**config.mk**
```make
export PLATFORM = sky130hd
export DESIGN_NAME = reset_supervisor_watchdog
export DESIGN_NICKNAME = d
export VERILOG_FILES = /design/src/hdl/rsw_pkg.sv /design/src/hdl/sync_edge.sv /design/src/hdl/tick_div.sv /design/src/hdl/reset_supervisor_watchdog.sv
export VERILOG_INCLUDE_DIRS = /design/src /design/src/hdl
export SDC_FILE = /design/constraint.sdc
export NUM_CORES = 1
export LEC_CHECK = 0
export ABC_AREA = 1
export BUFFER_PORTS_ARGS = -buffer_cell sky130_fd_sc_hd__clkbuf_2
export CAP_MARGIN = 15
export CORE_AREA = 4 4 117 141
export DETAILED_ROUTE_END_ITERATION = 8
export DIE_AREA = 0 0 121 145
export PLACE_DENSITY = 0.73
export SYNTH_ARGS = -nofsm -noshare
export SYNTH_HDL_FRONTEND = slang
export SYNTH_HIERARCHICAL = 1
export SYNTH_SLANG_ARGS = --single-unit
```
**constraint.sdc**
```tcl
create_clock -name clk -period 9.4 [get_ports clk]
set_input_delay 0.94 -clock clk [delete_from_list [all_inputs] [get_ports clk]]
set_output_delay 0.94 -clock clk [all_outputs]
set_load 0.02 [all_outputs]
```
**src/hdl/rsw_params.svh**
```systemverilog
`ifndef RSW_PARAMS_SVH
`define RSW_PARAMS_SVH

// ----------------------------------------
// Timing
// ----------------------------------------
`define RSW_CLK_HZ 20000000
`define RSW_TICK_NS 1000
`define RSW_TICK_CYCLES ((`RSW_TICK_NS * (`RSW_CLK_HZ / 1000000)) / 1000)
`define RSW_RP_US 200
`define RSW_WD_US 1000
`define RSW_WD2_US 8000
`define RSW_RP_TICKS ((`RSW_RP_US * 1000) / `RSW_TICK_NS)
`define RSW_WD_TICKS ((`RSW_WD_US * 1000) / `RSW_TICK_NS)
`define RSW_WD2_TICKS ((`RSW_WD2_US * 1000) / `RSW_TICK_NS)
`define RSW_EXT_MULT 128
`define RSW_SH_LL 3'h3
`define RSW_SH_LH 3'h4
`define RSW_SH_HH 3'h6

// ----------------------------------------
// Register map
// ----------------------------------------
`define RSW_A_CTRL 8'h00
`define RSW_A_STATUS 8'h04
`define RSW_A_IRQ_STAT 8'h08
`define RSW_A_IRQ_MASK 8'h0c
`define RSW_A_WD_COUNT 8'h10
`define RSW_CTRL_W 5
`define RSW_CTRL_WIN 0
`define RSW_CTRL_EXT 1
`define RSW_CTRL_CAPGND 2
`define RSW_CTRL_SELA 3
`define RSW_CTRL_SELB 4
`define RSW_CTRL_RST 5'h00
`define RSW_IRQ_W 3
`define RSW_IRQ_EARLY 0
`define RSW_IRQ_LATE 1
`define RSW_IRQ_COND 2
`define RSW_IRQ_RST 3'h0
`define RSW_RESP_OKAY 2'h0
`define RSW_RESP_SLVERR 2'h2

`endif

```
**src/hdl/rsw_pkg.sv**
```systemverilog
package rsw_pkg;
  typedef enum logic [1:0] {
    ST_HOLD = 2'b00,
    ST_TIMEOUT = 2'b01,
    ST_RUN = 2'b10
  } rst_state_type;
endpackage : rsw_pkg

```
**src/hdl/sync_edge.sv**
```systemverilog
`timescale 1ns/1ns
`default_nettype none

module sync_edge #(
  parameter logic RST_VAL = 1'b1
) (
  // System
  input wire logic clk,
  input wire logic sys_rst,
  // Pin and results
  input wire logic d,
  output logic q,
  output logic fall,
  output logic edge_any
);
  logic s1_r;
  logic s2_r;
  logic s3_r;

  always_ff @(posedge clk or posedge sys_rst) begin
    if (sys_rst) begin
      s1_r <= RST_VAL;
      s2_r <= RST_VAL;
      s3_r <= RST_VAL;
    end else begin
      s1_r <= d;
      s2_r <= s1_r;
      s3_r <= s2_r;
    end
  end

  // Edges look only at the settled stages
  assign q = s2_r;
  assign fall = s3_r & ~s2_r;
  assign edge_any = s3_r ^ s2_r;
endmodule : sync_edge

`default_nettype wire

```
**src/hdl/tick_div.sv**
```systemverilog
`timescale 1ns/1ns
`default_nettype none

module tick_div #(
  parameter int unsigned DIV = 20
) (
  // System
  input wire logic clk,
  input wire logic sys_rst,
  // Enable pulse
  output logic tick
);
  localparam int CNT_W = $clog2(DIV + 1);
  localparam logic [CNT_W-1:0] LAST = CNT_W'(DIV - 1);
  logic [CNT_W-1:0] cnt_r;
  wire wrap = (cnt_r == LAST);

  always_ff @(posedge clk or posedge sys_rst) begin
    if (sys_rst) begin
      cnt_r <= '0;
      tick <= 1'b0;
    end else begin
      cnt_r <= wrap ? '0 : cnt_r + 1'b1;
      tick <= wrap;
    end
  end
endmodule : tick_div

`default_nettype wire

```
**src/hdl/reset_supervisor_watchdog.sv**
```systemverilog
`timescale 1ns/1ns
`default_nettype none
`include "rsw_params.svh"

// Function
// - Reset output goes low while supply or external monitor is low or manual reset is low.
// - After all reset conditions clear, reset stays low one reset period, then releases.
// - Any watchdog fault gives a reset pulse of one reset period, exact for a late fault, up to one tick shorter for an early one.
// - Without the window, a timeout with no kick raises a fault and a reset pulse.
// - Without the window, a kick transition or an asserted reset clears the watchdog count.
// - Without the window, a grounded timing capacitor pin disables the watchdog.
// - With the window, a kick earlier than the fast period or later than the slow one resets.
// - With the window, a late fault holds reset low for one reset period, an early one for up to one tick less.
// - With the window, a falling kick edge, early or in-window, or an asserted reset clears the count.
// - With the window, the two select straps choose the ratio or disable the watchdog.
// - With the window, select a high and select b low disables the watchdog.
// - The slow-to-fast ratio is 8 for both low, 16 for b high only, 64 for both high.
// - Without the window, extended mode multiplies the basic timeout by 128.
// - With the window, kick edges are ignored while reset is asserted.
module reset_supervisor_watchdog #(
  parameter int unsigned RP_TICKS = `RSW_RP_TICKS,
  parameter int unsigned WD_TICKS = `RSW_WD_TICKS,
  parameter int unsigned WD2_TICKS = `RSW_WD2_TICKS,
  parameter int unsigned TICK_DIV = `RSW_TICK_CYCLES,
  parameter int CW = 24
) (
  // System
  input wire logic clk,
  input wire logic sys_rst,
  // Monitors and processor pins
  input wire logic supply_low,
  input wire logic ext_mon_low,
  input wire logic manual_reset_in_n,
  input wire logic watchdog_kick_in,
  output logic reset_n_out,
  output logic irq,
  // AXI4-Lite write
  input wire logic [7:0] awaddr,
  input wire logic awvalid,
  output logic awready,
  input wire logic [31:0] wdata,
  input wire logic [3:0] wstrb,
  input wire logic wvalid,
  output logic wready,
  output logic [1:0] bresp,
  output logic bvalid,
  input wire logic bready,
  // AXI4-Lite read
  input wire logic [7:0] araddr,
  input wire logic arvalid,
  output logic arready,
  output logic [31:0] rdata,
  output logic [1:0] rresp,
  output logic rvalid,
  input wire logic rready
);
  // ----------------------------------------
  // Limits
  // ----------------------------------------
  localparam logic [CW-1:0] RP_LAST = CW'(RP_TICKS - 1);
  localparam logic [CW-1:0] WD_L = CW'(WD_TICKS);
  localparam logic [CW-1:0] WDX_L = CW'(WD_TICKS * `RSW_EXT_MULT);
  localparam logic [CW-1:0] WD2_L = CW'(WD2_TICKS);

  function automatic logic [2:0] ratio_shift(input logic a, input logic b);
    if (a && b) begin
      return `RSW_SH_HH;
    end else if (b) begin
      return `RSW_SH_LH;
    end else begin
      return `RSW_SH_LL;
    end
  endfunction : ratio_shift

  function automatic logic mapped(input logic [7:0] a);
    return a == `RSW_A_CTRL || a == `RSW_A_STATUS || a == `RSW_A_IRQ_STAT ||
           a == `RSW_A_IRQ_MASK || a == `RSW_A_WD_COUNT;
  endfunction : mapped

  // ----------------------------------------
  // Inputs
  // ----------------------------------------
  logic kick_fall;
  logic kick_any;
  logic mr_lvl;
  logic tick;

  sync_edge #(.RST_VAL(1'b1)) u_kick (
    .clk(clk),
    .sys_rst(sys_rst),
    .d(watchdog_kick_in),
    .q(),
    .fall(kick_fall),
    .edge_any(kick_any)
  );

  sync_edge #(.RST_VAL(1'b1)) u_mr (
    .clk(clk),
    .sys_rst(sys_rst),
    .d(manual_reset_in_n),
    .q(mr_lvl),
    .fall(),
    .edge_any()
  );

  tick_div #(.DIV(TICK_DIV)) u_tick (
    .clk(clk),
    .sys_rst(sys_rst),
    .tick(tick)
  );

  // ----------------------------------------
  // Registers and state
  // ----------------------------------------
  logic [`RSW_CTRL_W-1:0] ctrl_r;
  logic [`RSW_CTRL_W-1:0] ctrl_nxt;
  logic [`RSW_IRQ_W-1:0] irq_stat_r;
  logic [`RSW_IRQ_W-1:0] irq_stat_nxt;
  logic [`RSW_IRQ_W-1:0] irq_mask_r;
  logic [`RSW_IRQ_W-1:0] irq_mask_nxt;
  rsw_pkg::rst_state_type state_r;
  rsw_pkg::rst_state_type state_nxt;
  logic [CW-1:0] rp_cnt_r;
  logic [CW-1:0] rp_cnt_nxt;
  logic [CW-1:0] wd_cnt_r;
  logic [CW-1:0] wd_cnt_nxt;
  logic ext_q_r;
  logic aw_hold_r;
  logic w_hold_r;
  logic [7:0] waddr_r;
  logic [31:0] wdata_r;
  logic wstrb0_r;

  // ----------------------------------------
  // Control decode
  // ----------------------------------------
  wire windowed = ctrl_r[`RSW_CTRL_WIN];
  wire ext_sel = ctrl_r[`RSW_CTRL_EXT];
  wire cap_gnd = ctrl_r[`RSW_CTRL_CAPGND];
  wire sel_a = ctrl_r[`RSW_CTRL_SELA];
  wire sel_b = ctrl_r[`RSW_CTRL_SELB];
  wire win_off = sel_a & ~sel_b;
  wire wd_en = windowed ? ~win_off : ~cap_gnd;
  wire [CW-1:0] basic_lim = ext_sel ? WDX_L : WD_L;
  wire [CW-1:0] slow_lim = windowed ? WD2_L : basic_lim;
  wire [CW-1:0] fast_lim = WD2_L >> ratio_shift(sel_a, sel_b);
  wire running = (state_r == rsw_pkg::ST_RUN);
  wire cond = supply_low | ext_mon_low | ~mr_lvl;

  // ----------------------------------------
  // Watchdog
  // ----------------------------------------
  // Edges outside RUN never reach the fault terms
  wire late_fault = running & wd_en & tick &
                    (wd_cnt_r >= slow_lim - 1'b1);
  wire early_fault = running & wd_en & windowed & kick_fall &
                     (wd_cnt_r < fast_lim);
  wire wd_fault = late_fault | early_fault;
  wire kick_clr = windowed ? kick_fall : kick_any;
  wire ext_tog = ext_sel ^ ext_q_r;

  // Count is held at zero until reset releases
  assign wd_cnt_nxt = (!running || wd_fault || kick_clr || ext_tog) ? '0 :
                      (tick && wd_en) ? wd_cnt_r + 1'b1 : wd_cnt_r;

  // ----------------------------------------
  // Reset sequencer
  // ----------------------------------------
  always_comb begin
    case (state_r)
      rsw_pkg::ST_HOLD: begin
        state_nxt = cond ? rsw_pkg::ST_HOLD : rsw_pkg::ST_TIMEOUT;
      end
      rsw_pkg::ST_TIMEOUT: begin
        if (cond) begin
          state_nxt = rsw_pkg::ST_HOLD;
        end else if (tick && rp_cnt_r == RP_LAST) begin
          state_nxt = rsw_pkg::ST_RUN;
        end else begin
          state_nxt = rsw_pkg::ST_TIMEOUT;
        end
      end
      rsw_pkg::ST_RUN: begin
        if (cond) begin
          state_nxt = rsw_pkg::ST_HOLD;
        end else if (wd_fault) begin
          state_nxt = rsw_pkg::ST_TIMEOUT;
        end else begin
          state_nxt = rsw_pkg::ST_RUN;
        end
      end
      default: begin
        state_nxt = rsw_pkg::ST_HOLD;
      end
    endcase
  end

  wire in_to = (state_r == rsw_pkg::ST_TIMEOUT);
  assign rp_cnt_nxt = (!in_to || state_nxt != rsw_pkg::ST_TIMEOUT) ? '0 :
                      tick ? rp_cnt_r + 1'b1 : rp_cnt_r;

  // ----------------------------------------
  // Register bus
  // ----------------------------------------
  wire aw_hs = awvalid & awready;
  wire w_hs = wvalid & wready;
  wire ar_hs = arvalid & arready;
  wire do_wr = aw_hold_r & w_hold_r & ~bvalid;
  wire wr_ok = do_wr & wstrb0_r;
  wire wr_ctrl = wr_ok & (waddr_r == `RSW_A_CTRL);
  wire wr_stat = wr_ok & (waddr_r == `RSW_A_IRQ_STAT);
  wire wr_mask = wr_ok & (waddr_r == `RSW_A_IRQ_MASK);

  // Set beats clear so a fault in the clearing cycle survives
  wire [`RSW_IRQ_W-1:0] irq_ev = {cond & (state_r != rsw_pkg::ST_HOLD),
                                  late_fault, early_fault};
  wire [`RSW_IRQ_W-1:0] w1c = wr_stat ? wdata_r[`RSW_IRQ_W-1:0] : '0;
  assign irq_stat_nxt = (irq_stat_r & ~w1c) | irq_ev;
  assign irq_mask_nxt = wr_mask ? wdata_r[`RSW_IRQ_W-1:0] : irq_mask_r;
  assign ctrl_nxt = wr_ctrl ? wdata_r[`RSW_CTRL_W-1:0] : ctrl_r;

  wire [31:0] rd_mux =
    (araddr == `RSW_A_CTRL) ? 32'(ctrl_r) :
    (araddr == `RSW_A_STATUS) ? {27'h0, wd_en, cond, state_r, reset_n_out} :
    (araddr == `RSW_A_IRQ_STAT) ? 32'(irq_stat_r) :
    (araddr == `RSW_A_IRQ_MASK) ? 32'(irq_mask_r) :
    (araddr == `RSW_A_WD_COUNT) ? 32'(wd_cnt_r) : 32'h0;

  // ----------------------------------------
  // Flops
  // ----------------------------------------
  always_ff @(posedge clk or posedge sys_rst) begin
    if (sys_rst) begin
      state_r <= rsw_pkg::ST_HOLD;
      rp_cnt_r <= '0;
      wd_cnt_r <= '0;
      ctrl_r <= `RSW_CTRL_RST;
      ext_q_r <= 1'b0;
      irq_stat_r <= `RSW_IRQ_RST;
      irq_mask_r <= `RSW_IRQ_RST;
      reset_n_out <= 1'b0;
      irq <= 1'b0;
    end else begin
      state_r <= state_nxt;
      rp_cnt_r <= rp_cnt_nxt;
      wd_cnt_r <= wd_cnt_nxt;
      ctrl_r <= ctrl_nxt;
      ext_q_r <= ext_sel;
      irq_stat_r <= irq_stat_nxt;
      irq_mask_r <= irq_mask_nxt;
      reset_n_out <= (state_nxt == rsw_pkg::ST_RUN);
      irq <= |(irq_stat_nxt & irq_mask_nxt);
    end
  end

  // One write in flight; both channels reopen after the response
  always_ff @(posedge clk or posedge sys_rst) begin
    if (sys_rst) begin
      aw_hold_r <= 1'b0;
      w_hold_r <= 1'b0;
      waddr_r <= 8'h00;
      wdata_r <= 32'h0;
      wstrb0_r <= 1'b0;
      awready <= 1'b1;
      wready <= 1'b1;
      bvalid <= 1'b0;
      bresp <= `RSW_RESP_OKAY;
    end else begin
      if (aw_hs) begin
        aw_hold_r <= 1'b1;
        waddr_r <= awaddr;
        awready <= 1'b0;
      end
      if (w_hs) begin
        w_hold_r <= 1'b1;
        wdata_r <= wdata;
        wstrb0_r <= wstrb[0];
        wready <= 1'b0;
      end
      if (do_wr) begin
        aw_hold_r <= 1'b0;
        w_hold_r <= 1'b0;
        bvalid <= 1'b1;
        bresp <= mapped(waddr_r) ? `RSW_RESP_OKAY : `RSW_RESP_SLVERR;
      end
      if (bvalid && bready) begin
        bvalid <= 1'b0;
        awready <= 1'b1;
        wready <= 1'b1;
      end
    end
  end

  always_ff @(posedge clk or posedge sys_rst) begin
    if (sys_rst) begin
      arready <= 1'b1;
      rvalid <= 1'b0;
      rdata <= 32'h0;
      rresp <= `RSW_RESP_OKAY;
    end else if (ar_hs) begin
      arready <= 1'b0;
      rvalid <= 1'b1;
      rdata <= rd_mux;
      rresp <= mapped(araddr) ? `RSW_RESP_OKAY : `RSW_RESP_SLVERR;
    end else if (rvalid && rready) begin
      rvalid <= 1'b0;
      arready <= 1'b1;
    end
  end
endmodule : reset_supervisor_watchdog

`default_nettype wire

```
Word level (Yosys, flattened, before mapping)
Cells that the tools add are included.
- flip-flop bits (word level): 132
- output and inout port bits: 43
- word-level logic and storage cells: 155
- add/sub/neg operators: 4
- shifts and indexed selects: 1
- eq/ne operators: 14
- bitwise logic cells: 33
- mux-type cells: 40
- reductions and logical operators: 32
- order comparisons: 2
- operators by type and width (kind ; number):
    two-way mux 24 bit ; 9
    adder 24 x 1 -> 24 bit (second input constant) ; 2
    two-way mux 17 bit ; 2
    equality test 8 x 4 -> 1 bit (second input constant) ; 4
    equality test 24 x 8 -> 1 bit (second input constant) ; 1
    >= comparator 24 bit ; 1
    less-than comparator 24 bit ; 1
    right shift 13 x 3 -> 24 bit (first input constant) ; 1
    bitwise AND 1 bit ; 18
    nonzero test 2 bit ; 9
    subtractor 17 x 1 -> 18 bit (second input constant) ; 1
    two-way mux 1 bit ; 17
    equality test 8 x 3 -> 1 bit (second input constant) ; 2
    equality test 8 x 5 -> 1 bit (second input constant) ; 2
    logical NOT 8 bit ; 2
    logical OR 1 bit ; 12
    two-way mux 2 bit ; 6
    two-way mux 3 bit ; 4
    bitwise AND 3 bit ; 2
    NOT 1 bit ; 6
    case mux 2 bit (3 select lines) ; 1
    adder 5 x 1 -> 5 bit (second input constant) ; 1
    equality test 5 bit (second input constant) ; 1
    logical AND 1 bit ; 5
    other kinds (11) ; 16

Logic depth before layout (Yosys ltp)
Gate-level depths: netlist of run 1.
- depth in word-level cells: 15
- depth in mapped cells: 14

Modules after synthesis
Netlist of run 1, hierarchy kept.
- modules (own cells, without submodules) (module ; sequential area each (um2) ; area an instance (um2) ; times used ; cells an instance):
    reset_supervisor_watchdog ; 2781.4 ; 6211.0 ; 1 ; 822
    tick_div ; 150.1 ; 239.0 ; 1 ; 25
    sync_edge ; 78.8 ; 102.6 ; 2 ; 7

Least setup slack after synthesis of run 1
Ideal clock, no wire load.
- path type: input -> register
- start point: input port araddr[1]
- end point: register rdata[10]
- setup time: 0.083 ns
- path slack: 7.377 ns
- arrival time: 1.940 ns
- stages: 7
- data required time: 9.317 ns
- cell sequence: nor2_2 > nand3_1 > or2_1 > inv_1 > nand2_1 > buf_2 > o21ai_0
- word-level cells in the longest chain between the ends: 6
- elaborated cells on any way between the ends: 10
- those cells by class: 4 x eq/ne; 5 x mux; 1 x reduce/logical
- RTL lines (element ; line ; source):
    from (decl) ; reset_supervisor_watchdog.sv:49 ; input wire logic [7:0] araddr,
    equality test 8 x 5 -> 1 bit (no source line) ; -- ;
    two-way mux 24 bit ; reset_supervisor_watchdog.sv:227 ; (araddr == `RSW_A_WD_COUNT) ? 32'(wd_cnt_r) : 32'h0;
    two-way mux 24 bit ; reset_supervisor_watchdog.sv:226 ; (araddr == `RSW_A_IRQ_MASK) ? 32'(irq_mask_r) :
    two-way mux 24 bit ; reset_supervisor_watchdog.sv:225 ; (araddr == `RSW_A_IRQ_STAT) ? 32'(irq_stat_r) :
    two-way mux 24 bit ; reset_supervisor_watchdog.sv:224 ; (araddr == `RSW_A_STATUS) ? {27'h0, wd_en, cond, state_r, reset_n_out} :
    two-way mux 24 bit * ; reset_supervisor_watchdog.sv:223 ; (araddr == `RSW_A_CTRL) ? 32'(ctrl_r) :
    to (signal assigned) ; reset_supervisor_watchdog.sv:303 ; rdata <= rd_mux;
    to (decl) ; reset_supervisor_watchdog.sv:52 ; output logic [31:0] rdata,
Mark *: on every way between the ends. The rest lies on a longest branch, timed or not.
A chain may end at the register's enable or synchronous reset.

Worst setup path in the final report of run 1
- start point: register ctrl_r[0]
- end point: register wd_cnt_r[17]
- word-level cells in the longest chain between the ends: 10
- elaborated cells on any way between the ends: 18
- those cells by class: 1 x add/sub; 1 x order compare; 4 x mux; 7 x bitwise; 5 x reduce/logical
- RTL lines (element ; line ; source):
    from (decl) ; reset_supervisor_watchdog.sv:115 ; logic [`RSW_CTRL_W-1:0] ctrl_r;
    from (signal assigned) ; reset_supervisor_watchdog.sv:237 ; ctrl_r <= `RSW_CTRL_RST;
    from (signal assigned) ; reset_supervisor_watchdog.sv:247 ; ctrl_r <= ctrl_nxt;
    parallel branches: the longest is 10 deep, another holds >= comparator 24 bit ; -- ;
    to (signal assigned) ; reset_supervisor_watchdog.sv:246 ; wd_cnt_r <= wd_cnt_nxt;
    to (decl) ; reset_supervisor_watchdog.sv:125 ; logic [CW-1:0] wd_cnt_r;
Several ways; the timed one is not identified.

==> flow_summary_export.csv, run 1 <==
group,metric,value,unit
detailed_routing,antenna_left,0,
clock_tree,ctsResizeCount,0,
sta,setup_tns,0,ns
worst_setup_path,reg2reg_from,"ctrl_r[0]",
pwr,p_int,1.10,mW
placement,io_buffers,65,
floorplanning,start_util,44.0,%
global_route,grt_max_degree,72,
worst_setup_path,end_kind,"flip-flop",
logic_synthesis,syn-instance-count,857,
sta,slew_viol_final,0,
layout,final_core_utilization,51.5,%
sta,fmax,360,MHz
sta,setup_viol,0,
worst_setup_path,critPathArrivalTime,3.10,ns
sta,layout_min_cycle_time,2.78,ns
global_route,track_usage,17.8,%
global_route,antenna_found_initial,0,
worst_setup_path,reg2reg_to,"wd_cnt_r[17]",
worst_hold_path,hold-path-cell-count,0,
pwr,sw_frac_of_total,27.9,%
sta,setup_slack,6.62,ns
clock_tree,tritoncts,"built",
placement,place_congestion,0.853,
detailed_routing,drcViolationCount,0,
logic_synthesis,ys_warn_count,6,
pwr,power_density,197,mW/mm^2
worst_hold_path,worstHoldEndpoint,"u_mr/q",
sta,worstMarginPinSlew,0.897,ns
detailed_routing,dr.first_iter.drc_count,362,
floorplanning,fp-row-count,49,
clock_tree,cts_buffers,17,
floorplanning,core-area,0.0150,mm^2
pwr,p_sw,0.425,mW
detailed_routing,wl,14600,um
clock_tree,clk_path_buf_depth,2,
layout,diodes,0,
pwr,seqPwrFrac,41.5,%
worst_setup_path,r2r_cells,11,
sta,relSlewSlack,40.2,%
pwr,p_leak,3.88,nW
placement,dp_slack,6.62,ns
global_route,grt_pass1_vias,5577,
logic_synthesis,syn_avg_cell_area,7.71,um^2
worst_setup_path,path_max_fanout,24,
pwr,ir_worst_vdd,0.150,mV
clock_tree,clock_sinks,122,
floorplanning,die_w,121,um
detailed_routing,first_pass_iters,5,
detailed_routing,vias,5621,
layout,nNetsFinal,1022,
detailed_routing,viasPerCell,4.89,
sta,skew,0.00761,ns
layout,fin_area,0.00773,mm^2
layout,fill_cells,1424,
worst_hold_path,holdCritPathClass,"reg2reg",
clock_tree,hold_buffers,0,
floorplanning,design.die.area,0.0175,mm^2
layout,area_growth,16.9,%
placement,hpwl,10600,um
pwr,combPwrFrac,14.2,%
pwr,clkPwrFrac,44.3,%
global_route,grt_first_pass_wirelength,25800,um
floorplanning,die_h,145,um
run_status,outcome,"finished clean",
sta,finalHoldViolCount,0,
clock_tree,cts_root_buffer,"clkbuf_16",
global_route,grt.overflow.total,0,
sta,fin_crit_sh,29.5,%
worst_setup_path,crit_required,9.72,ns
worst_hold_path,min-delay-start,"u_mr/s1_r",
sta,rsz0062_at_grt,"no",
worst_setup_path,r2r_slack,6.62,ns
worst_setup_path,cp-start-kind,"flip-flop",
logic_synthesis,synthesis.area,0.00661,mm^2
floorplanning,io_pins,106,
clock_tree,h-tree-depth,4,
clock_tree,cts_setup_buffers,0,
flow_run,drv_cap,0,
detailed_routing,wl_per_cell,12.7,um
clock_tree,worstSkewPairLatency,0.42,ns
worst_setup_path,critPathKind,"reg2reg",
clock_tree,clkTransAtPathRegs,0.06,ns
placement,place_area,0.00711,mm^2
layout,drive_above_1_share,12.7,%
-- placed cells by master, fill, tap and decap left out, types with 4 or more instances in the layout --
cell / count
nor4_1: 5
nand3_1: 44
o21ai_0: 58
clkbuf_2: 65
xor2_1: 18
nor2_1: 125
dfrtp_1: 114
nor3_1: 12
ha_1: 26
inv_1: 113
dfstp_2: 8
nand4_1: 22
nand3b_1: 4
xnor2_1: 8
clkbuf_16: 17
a21oi_1: 15
conb_1: 15
nand2_1: 227
-- final cells by class --
| cell class | count | area (um^2) | area share [%] |
|---|---|---|---|
| well taps | 204 | 255 | 3.30 |
| clock buffers | 22 | 474 | 6.14 |
| multi-input cells | 608 | 3010 | 39.0 |
| clock inverters | 10 | 140 | 1.81 |
| repair buffers | 67 | 340 | 4.40 |
| inverters | 117 | 442 | 5.71 |
| flip-flops and latches | 122 | 3060 | 39.6 |
-- how the worst max path moves through the flow --
stage	from	end	slack, ns	cells past startpoint
final	ctrl_r[0]	wd_cnt_r[17]	6.62	11
after global routing	ctrl_r[0]	wd_cnt_r[17]	6.33	12
after global placement	ext_mon_low	rp_cnt_r[19]	6.61	8
after floorplan	sys_rst	aw_hold_r	5.53	1
after detailed placement	ext_mon_low	rp_cnt_r[19]	6.62	8
after CTS	ctrl_r[0]	wd_cnt_r[17]	6.56	11
-- metrics by stage --
step / power [mW] / hold slack, ns / std cells
after floorplan: 0.790 / 0.345 / 870
after global placement: 0.847 / 0.346 / 1118
after detailed placement: 0.858 / 0.351 / 1118
after CTS: 1.54 / 0.355 / 1150
after global routing: 1.60 / 0.362 / 1150
final: 1.52 / 0.355 / 1150
-- layer usage --
layer | vias to the layer above | track usage, % | routed length [um]
met3 | 24 | 3.74 | 509
li1 | 2849 | - | -
met4 | 0 | 6.92 | 289
met5 | - | 0 | 0
met1 | 2642 | 21.6 | 6330
met2 | 106 | 30.8 | 7510
-- critical path, stage by stage, from the launching register on --
cell and delay, ns:
dfrtp_1 0.50, inv_2 0.18, nand2_1 0.15, ha_1 0.33, a21o_1 0.19, nor2_1 0.10, nand2_1 0.05, nand2_1 0.05
nand3_1 0.07, nand2_1 0.18, nand4_2 0.57, nor2_1 0.29
-- flip-flops by register name, summed over array words and instances (netlist names), 2 cells and up --
register and count:
rdata 24, rp_cnt_r 24, wd_cnt_r 24, waddr_r 8
ctrl_r 5, u_tick/cnt_r 5, wdata_r 5, irq_mask_r 3
irq_stat_r 3, state_r 2
-- power by group through the flow --
| stage | clock (mW) | sequential (mW) | combinational [mW] |
|---|---|---|---|
| after floorplan | 0 | 0.648 | 0.143 |
| after global placement | 0 | 0.638 | 0.209 |
| after detailed placement | 0 | 0.640 | 0.218 |
| after CTS | 0.686 | 0.632 | 0.220 |
| after global routing | 0.712 | 0.640 | 0.252 |
| final | 0.674 | 0.632 | 0.216 |
(Power assumes the default switching activity.)
==> run 2, diff against run 1 <==
Clock period 9.4 ns to 2.9 ns, I/O delays scaled along.
==> flow_summary_export.csv, run 2 (same netlist as run 1, synthesis figures left out) <==
group,metric,value,unit
sta,setup_viol,0,
worst_setup_path,critPathKind,"reg2reg",
clock_tree,h-tree-depth,4,
global_route,grt_pass1_vias,5358,
detailed_routing,first_pass_iters,5,
layout,seq_area,0.00306,mm^2
layout,diodes,0,
clock_tree,tritoncts,"built",
floorplanning,die_w,121,um
layout,fin_area,0.00776,mm^2
clock_tree,clock_sinks,122,
sta,fin_crit_sh,81.2,%
worst_hold_path,holdCritPathClass,"in2reg",
clock_tree,cts_buffers,17,
placement,place_area,0.00716,mm^2
layout,nNetsFinal,1031,
pwr,power,4.80,mW
run_status,outcome,"finished clean",
detailed_routing,antenna_left,0,
sta,setup_tns,0,ns
worst_setup_path,crit_required,3.20,ns
detailed_routing,wl_per_cell,12.6,um
sta,layout_min_cycle_time,2.35,ns
clock_tree,cts_setup_buffers,0,
layout,final_cell_mix,"227 x nand2_1, 125 x nor2_1, 114 x dfrtp_1",
sta,skew,0.00699,ns
layout,multiInputGateArea,0.00301,mm^2
clock_tree,cts_root_buffer,"clkbuf_16",
detailed_routing,drcViolationCount,0,
layout,layout_commonest_cell,"nand2_1",
flow_run,drv_cap,0,
detailed_routing,vias,5638,
worst_setup_path,cp-start-kind,"flip-flop",
floorplanning,start_util,44.0,%
placement,place_congestion,0.868,
global_route,track_usage,17.5,%
detailed_routing,wl,14600,um
layout,top_regs,"rdata: 24 flops, rp_cnt_r: 24 flops, wd_cnt_r: 24 flops",
worst_setup_path,path_max_fanout,24,
clock_tree,clkTransAtPathRegs,0.06,ns
worst_setup_path,critPathArrivalTime,2.66,ns
sta,slew_viol_final,0,
global_route,grt_first_pass_wirelength,25000,um
clock_tree,clk_path_buf_depth,2,
global_route,grt.overflow.total,0,
layout,area_growth,17.4,%
floorplanning,io_pins,106,
layout,fill_cells,1460,
pwr,ir_worst_vdd,0.466,mV
sta,worstMarginPinSlew,0.673,ns
global_route,antenna_found_initial,0,
worst_setup_path,end_kind,"flip-flop",
sta,relSlewSlack,55.2,%
pwr,p_leak,3.89,nW
sta,rsz0062_at_grt,"no",
floorplanning,fp-row-count,49,
floorplanning,die_h,145,um
pwr,power_density,618,mW/mm^2
clock_tree,worstSkewPairLatency,0.43,ns
floorplanning,design.die.area,0.0175,mm^2
placement,io_buffers,65,
detailed_routing,viasPerCell,4.86,
detailed_routing,dr.first_iter.drc_count,277,
layout,drive_above_1_share,13.4,%
global_route,grt_max_degree,42,
sta,finalHoldViolCount,0,
sta,fmax,425,MHz
placement,hpwl,10900,um
clock_tree,ctsResizeCount,0,
floorplanning,core-area,0.0150,mm^2
-- run 2: per-layer routing --
metal	track usage, %	vias up	wire length [um]	part of all wire, %
met4	7.99	0	387	2.7
li1	-	2869	-	-
met1	21.1	2622	6200	43
met5	0	-	0	0
met2	29.8	117	7510	52
met3	3.54	30	471	3.2
-- run 2: power by group --
part           total [mW]  internal [mW]  leakage, nW  switching, mW
clock                2.04           1.19        0.263          0.845
sequential           2.04           1.91         1.62          0.124
combinational       0.724          0.238         2.01          0.485
total                4.80           3.34         3.89           1.45
-- run 2: final timing paths --
kind | depth (start not counted) | to | slack (ns) | startpoint
worst max register to register | 13 | wd_cnt_r[12] | 0.55 | ctrl_r[0]
worst min register to register | 0 | u_kick/q | 0.36 | u_kick/s1_r
max in group asynchronous | 4 | arready | 1.57 | sys_rst
min in group asynchronous | 3 | u_tick/tick | 0.38 | sys_rst
worst max-delay path | 13 | wd_cnt_r[12] | 0.55 | ctrl_r[0]
worst min-delay path | 2 | wready | 0.05 | wvalid
-- run 2: area by class of cell --
class,count,area share [%]
Timing Repair Buffer,76,5.35
Tap cell,204,3.29
Clock buffer,17,5.48
Multi-Input combinational cell,608,38.8
Sequential cell,122,39.5
Clock inverter,15,1.84
Inverter,117,5.71
-- run 2: critical path, cell delays in order, from the launching register on --
cell,delay (ns)
dfrtp_1,0.45
inv_2,0.16
nand2_1,0.15
ha_1,0.33
nand2_1,0.07
nor2_1,0.13
nand2_1,0.06
nor2_1,0.10
nand2_1,0.06
nand3_1,0.08
nand2_1,0.15
nand4_2,0.12
buf_4,0.27
nor2_1,0.08
-- run 2: stage by stage --
stage          std cells  setup WS (ns)  hold slack (ns)  util, %
4_1_cts             1159          0.533           0.0277     51.7
3_3_place_gp        1124          0.612            0.268     47.7
2_1_floorplan        870          0.879           0.0810        -
3_5_place_dp        1124          0.533            0.261     47.7
6_report            1159          0.545           0.0457     51.7
5_1_grt             1159          0.253           0.0531     51.7
-- run 2: timing repair --
| item | in CTS | in global routing |
|---|---|---|
| setup endpoints to repair | 0 | 0 |
| hold endpoints to repair | 31 | 0 |
| hold buffers | 3 | 0 |
==> run 3, diff against run 2 <==
Clock period 2.9 ns to 2.46 ns, I/O delays scaled along.
==> flow_summary_export.csv, run 3 (same netlist as run 1, synthesis figures left out) <==
group,metric,value,unit
worst_setup_path,worst_path_most_repeated_cell,"nand2_1",
sta,fmax,454,MHz
sta,setup_viol,0,
clock_tree,h-tree-depth,4,
detailed_routing,viasPerCell,4.86,
floorplanning,die_h,145,um
sta,layout_min_cycle_time,2.20,ns
detailed_routing,vias,5669,
pwr,power_density,724,mW/mm^2
sta,skew,0.00570,ns
global_route,grt_first_pass_wirelength,26000,um
clock_tree,clk_path_buf_depth,2,
global_route,grt_pass1_vias,5710,
pwr,p_leak,3.94,nW
detailed_routing,dr.first_iter.drc_count,339,
sta,finalHoldViolCount,0,
clock_tree,tritoncts,"built",
pwr,power,5.70,mW
worst_hold_path,holdCritPathClass,"in2reg",
floorplanning,fp-row-count,49,
layout,final_core_utilization,52.4,%
placement,io_buffers,65,
pwr,ir_worst_vdd,0.608,mV
pwr,clkPwrFrac,42.7,%
clock_tree,clkTransAtPathRegs,0.06,ns
sta,worstMarginPinSlew,0.605,ns
pwr,p_sw,1.66,mW
global_route,track_usage,18.1,%
sta,fin_crit_sh,89.6,%
placement,place_congestion,0.844,
worst_setup_path,cp-start-kind,"flip-flop",
worst_hold_path,hold-path-cell-count,3,
worst_setup_path,r2r_cells,13,
clock_tree,cts_root_buffer,"clkbuf_16",
layout,area_growth,19.2,%
clock_tree,worstSkewPairLatency,0.43,ns
layout,diodes,0,
worst_setup_path,slowest_stage,"dfrtp_1",
clock_tree,clock_sinks,122,
pwr,combPwrFrac,15.2,%
worst_setup_path,cpPeakStageDelay,0.45,ns
worst_setup_path,end_kind,"flip-flop",
layout,nNetsFinal,1038,
detailed_routing,drcViolationCount,0,
sta,setup_tns,0,ns
floorplanning,io_pins,106,
detailed_routing,antenna_left,0,
sta,rsz0062_at_grt,"no",
worst_setup_path,worst-path-stages,13,
flow_run,drv_cap,0,
worst_setup_path,critPathKind,"reg2reg",
floorplanning,design.die.area,0.0175,mm^2
clock_tree,cts_setup_buffers,0,
floorplanning,die_w,121,um
placement,hpwl,10900,um
floorplanning,start_util,44.0,%
sta,relSlewSlack,59.6,%
layout,final_cell_mix,"227 x nand2_1, 125 x nor2_1, 114 x dfrtp_1",
global_route,antenna_found_initial,0,
clock_tree,cts_buffers,17,
layout,layout_commonest_cell,"nand2_1",
worst_setup_path,crit_chain,"inv_2 > nand2_1 > ha_1 > nand2_1 > nor2_1 > nand2_1 > nor2_1 > nand2_1 > nand3_1 > nand2_1 > nand4_2 > buf_12 > nor2_1",
sta,slew_viol_final,0,
clock_tree,ctsResizeCount,0,
pwr,seqPwrFrac,42.1,%
worst_setup_path,crit_family,"simple AND/OR/NAND/NOR gates",
detailed_routing,first_pass_iters,5,
worst_setup_path,crit_required,2.77,ns
pwr,p_int,4.04,mW
floorplanning,core-area,0.0150,mm^2
global_route,grt.overflow.total,0,
global_route,grt_max_degree,54,
run_status,outcome,"finished clean",
pwr,sw_frac_of_total,29.1,%
worst_setup_path,path_buf_inv,2,
worst_setup_path,critPathArrivalTime,2.52,ns
sta,holdWs,0.0240,ns
layout,top_regs,"rdata: 24 flops, rp_cnt_r: 24 flops, wd_cnt_r: 24 flops",
layout,drive_above_1_share,13.2,%
detailed_routing,wl_per_cell,12.6,um
worst_setup_path,path_max_fanout,24,
detailed_routing,wl,14700,um
-- run 3: repair_timing --
item | in CTS | in global routing
endpoints found under the hold margin | 40 | 0
hold buffers | 9 | 0
setup endpoints to repair | 0 | 0
-- run 3: worst paths after layout --
check                           from              end  slack [ns]
max                        ctrl_r[0]      wd_cnt_r[7]        0.26
min                        awaddr[0]       waddr_r[0]        0.02
max reg2reg                ctrl_r[0]      wd_cnt_r[7]        0.26
min reg2reg                u_mr/s1_r           u_mr/q        0.36
max in group asynchronous    sys_rst        rdata[23]        1.31
min in group asynchronous    sys_rst  u_tick/cnt_r[0]        0.33
-- run 3: layer usage --
layer	part of all wire (%)	track usage, %	up-vias	wire length (um)
met3	3.6	4.24	27	524
met5	0	0	-	0
met1	43	22.2	2651	6370
li1	-	-	2892	-
met4	1.9	7.31	0	278
met2	51	30.7	99	7490
-- run 3: power by group through the flow --
stage          combinational (mW)  clock, mW  sequential, mW
6_report                    0.868       2.43            2.40
5_1_grt                      1.02       2.58            2.43
4_1_cts                     0.880       2.48            2.40
3_5_place_dp                0.866          0            2.43
3_3_place_gp                0.843          0            2.42
2_1_floorplan               0.545          0            2.47
-- run 3: layout make-up --
cell class                      count  area [um^2]
Tap cell                          204          255
Fill cell                        1436         7150
Sequential cell                   122         3060
Timing Repair Buffer               83          520
Clock inverter                     13          146
Clock buffer                       19          433
Multi-Input combinational cell    608         3010
Inverter                          117          443
-- run 3: worst register-to-register path: cells and delay by family, from the launching register on --
family	cells	cell delay [ns]
adder cells (fa/ha/maj)	1	0.32
buffers and inverters	2	0.33
flip-flops	1	0.45
AND/OR/NAND/NOR	10	0.99
-- run 3: metrics by stage --
step,setup slack (ns),instances,cell area (um^2)
global placement,0.276,1125,7210
finish,0.256,1166,7880
CTS,0.228,1166,7880
floorplan,0.439,870,6660
global route,0.0164,1166,7880
detailed placement,0.230,1125,7210
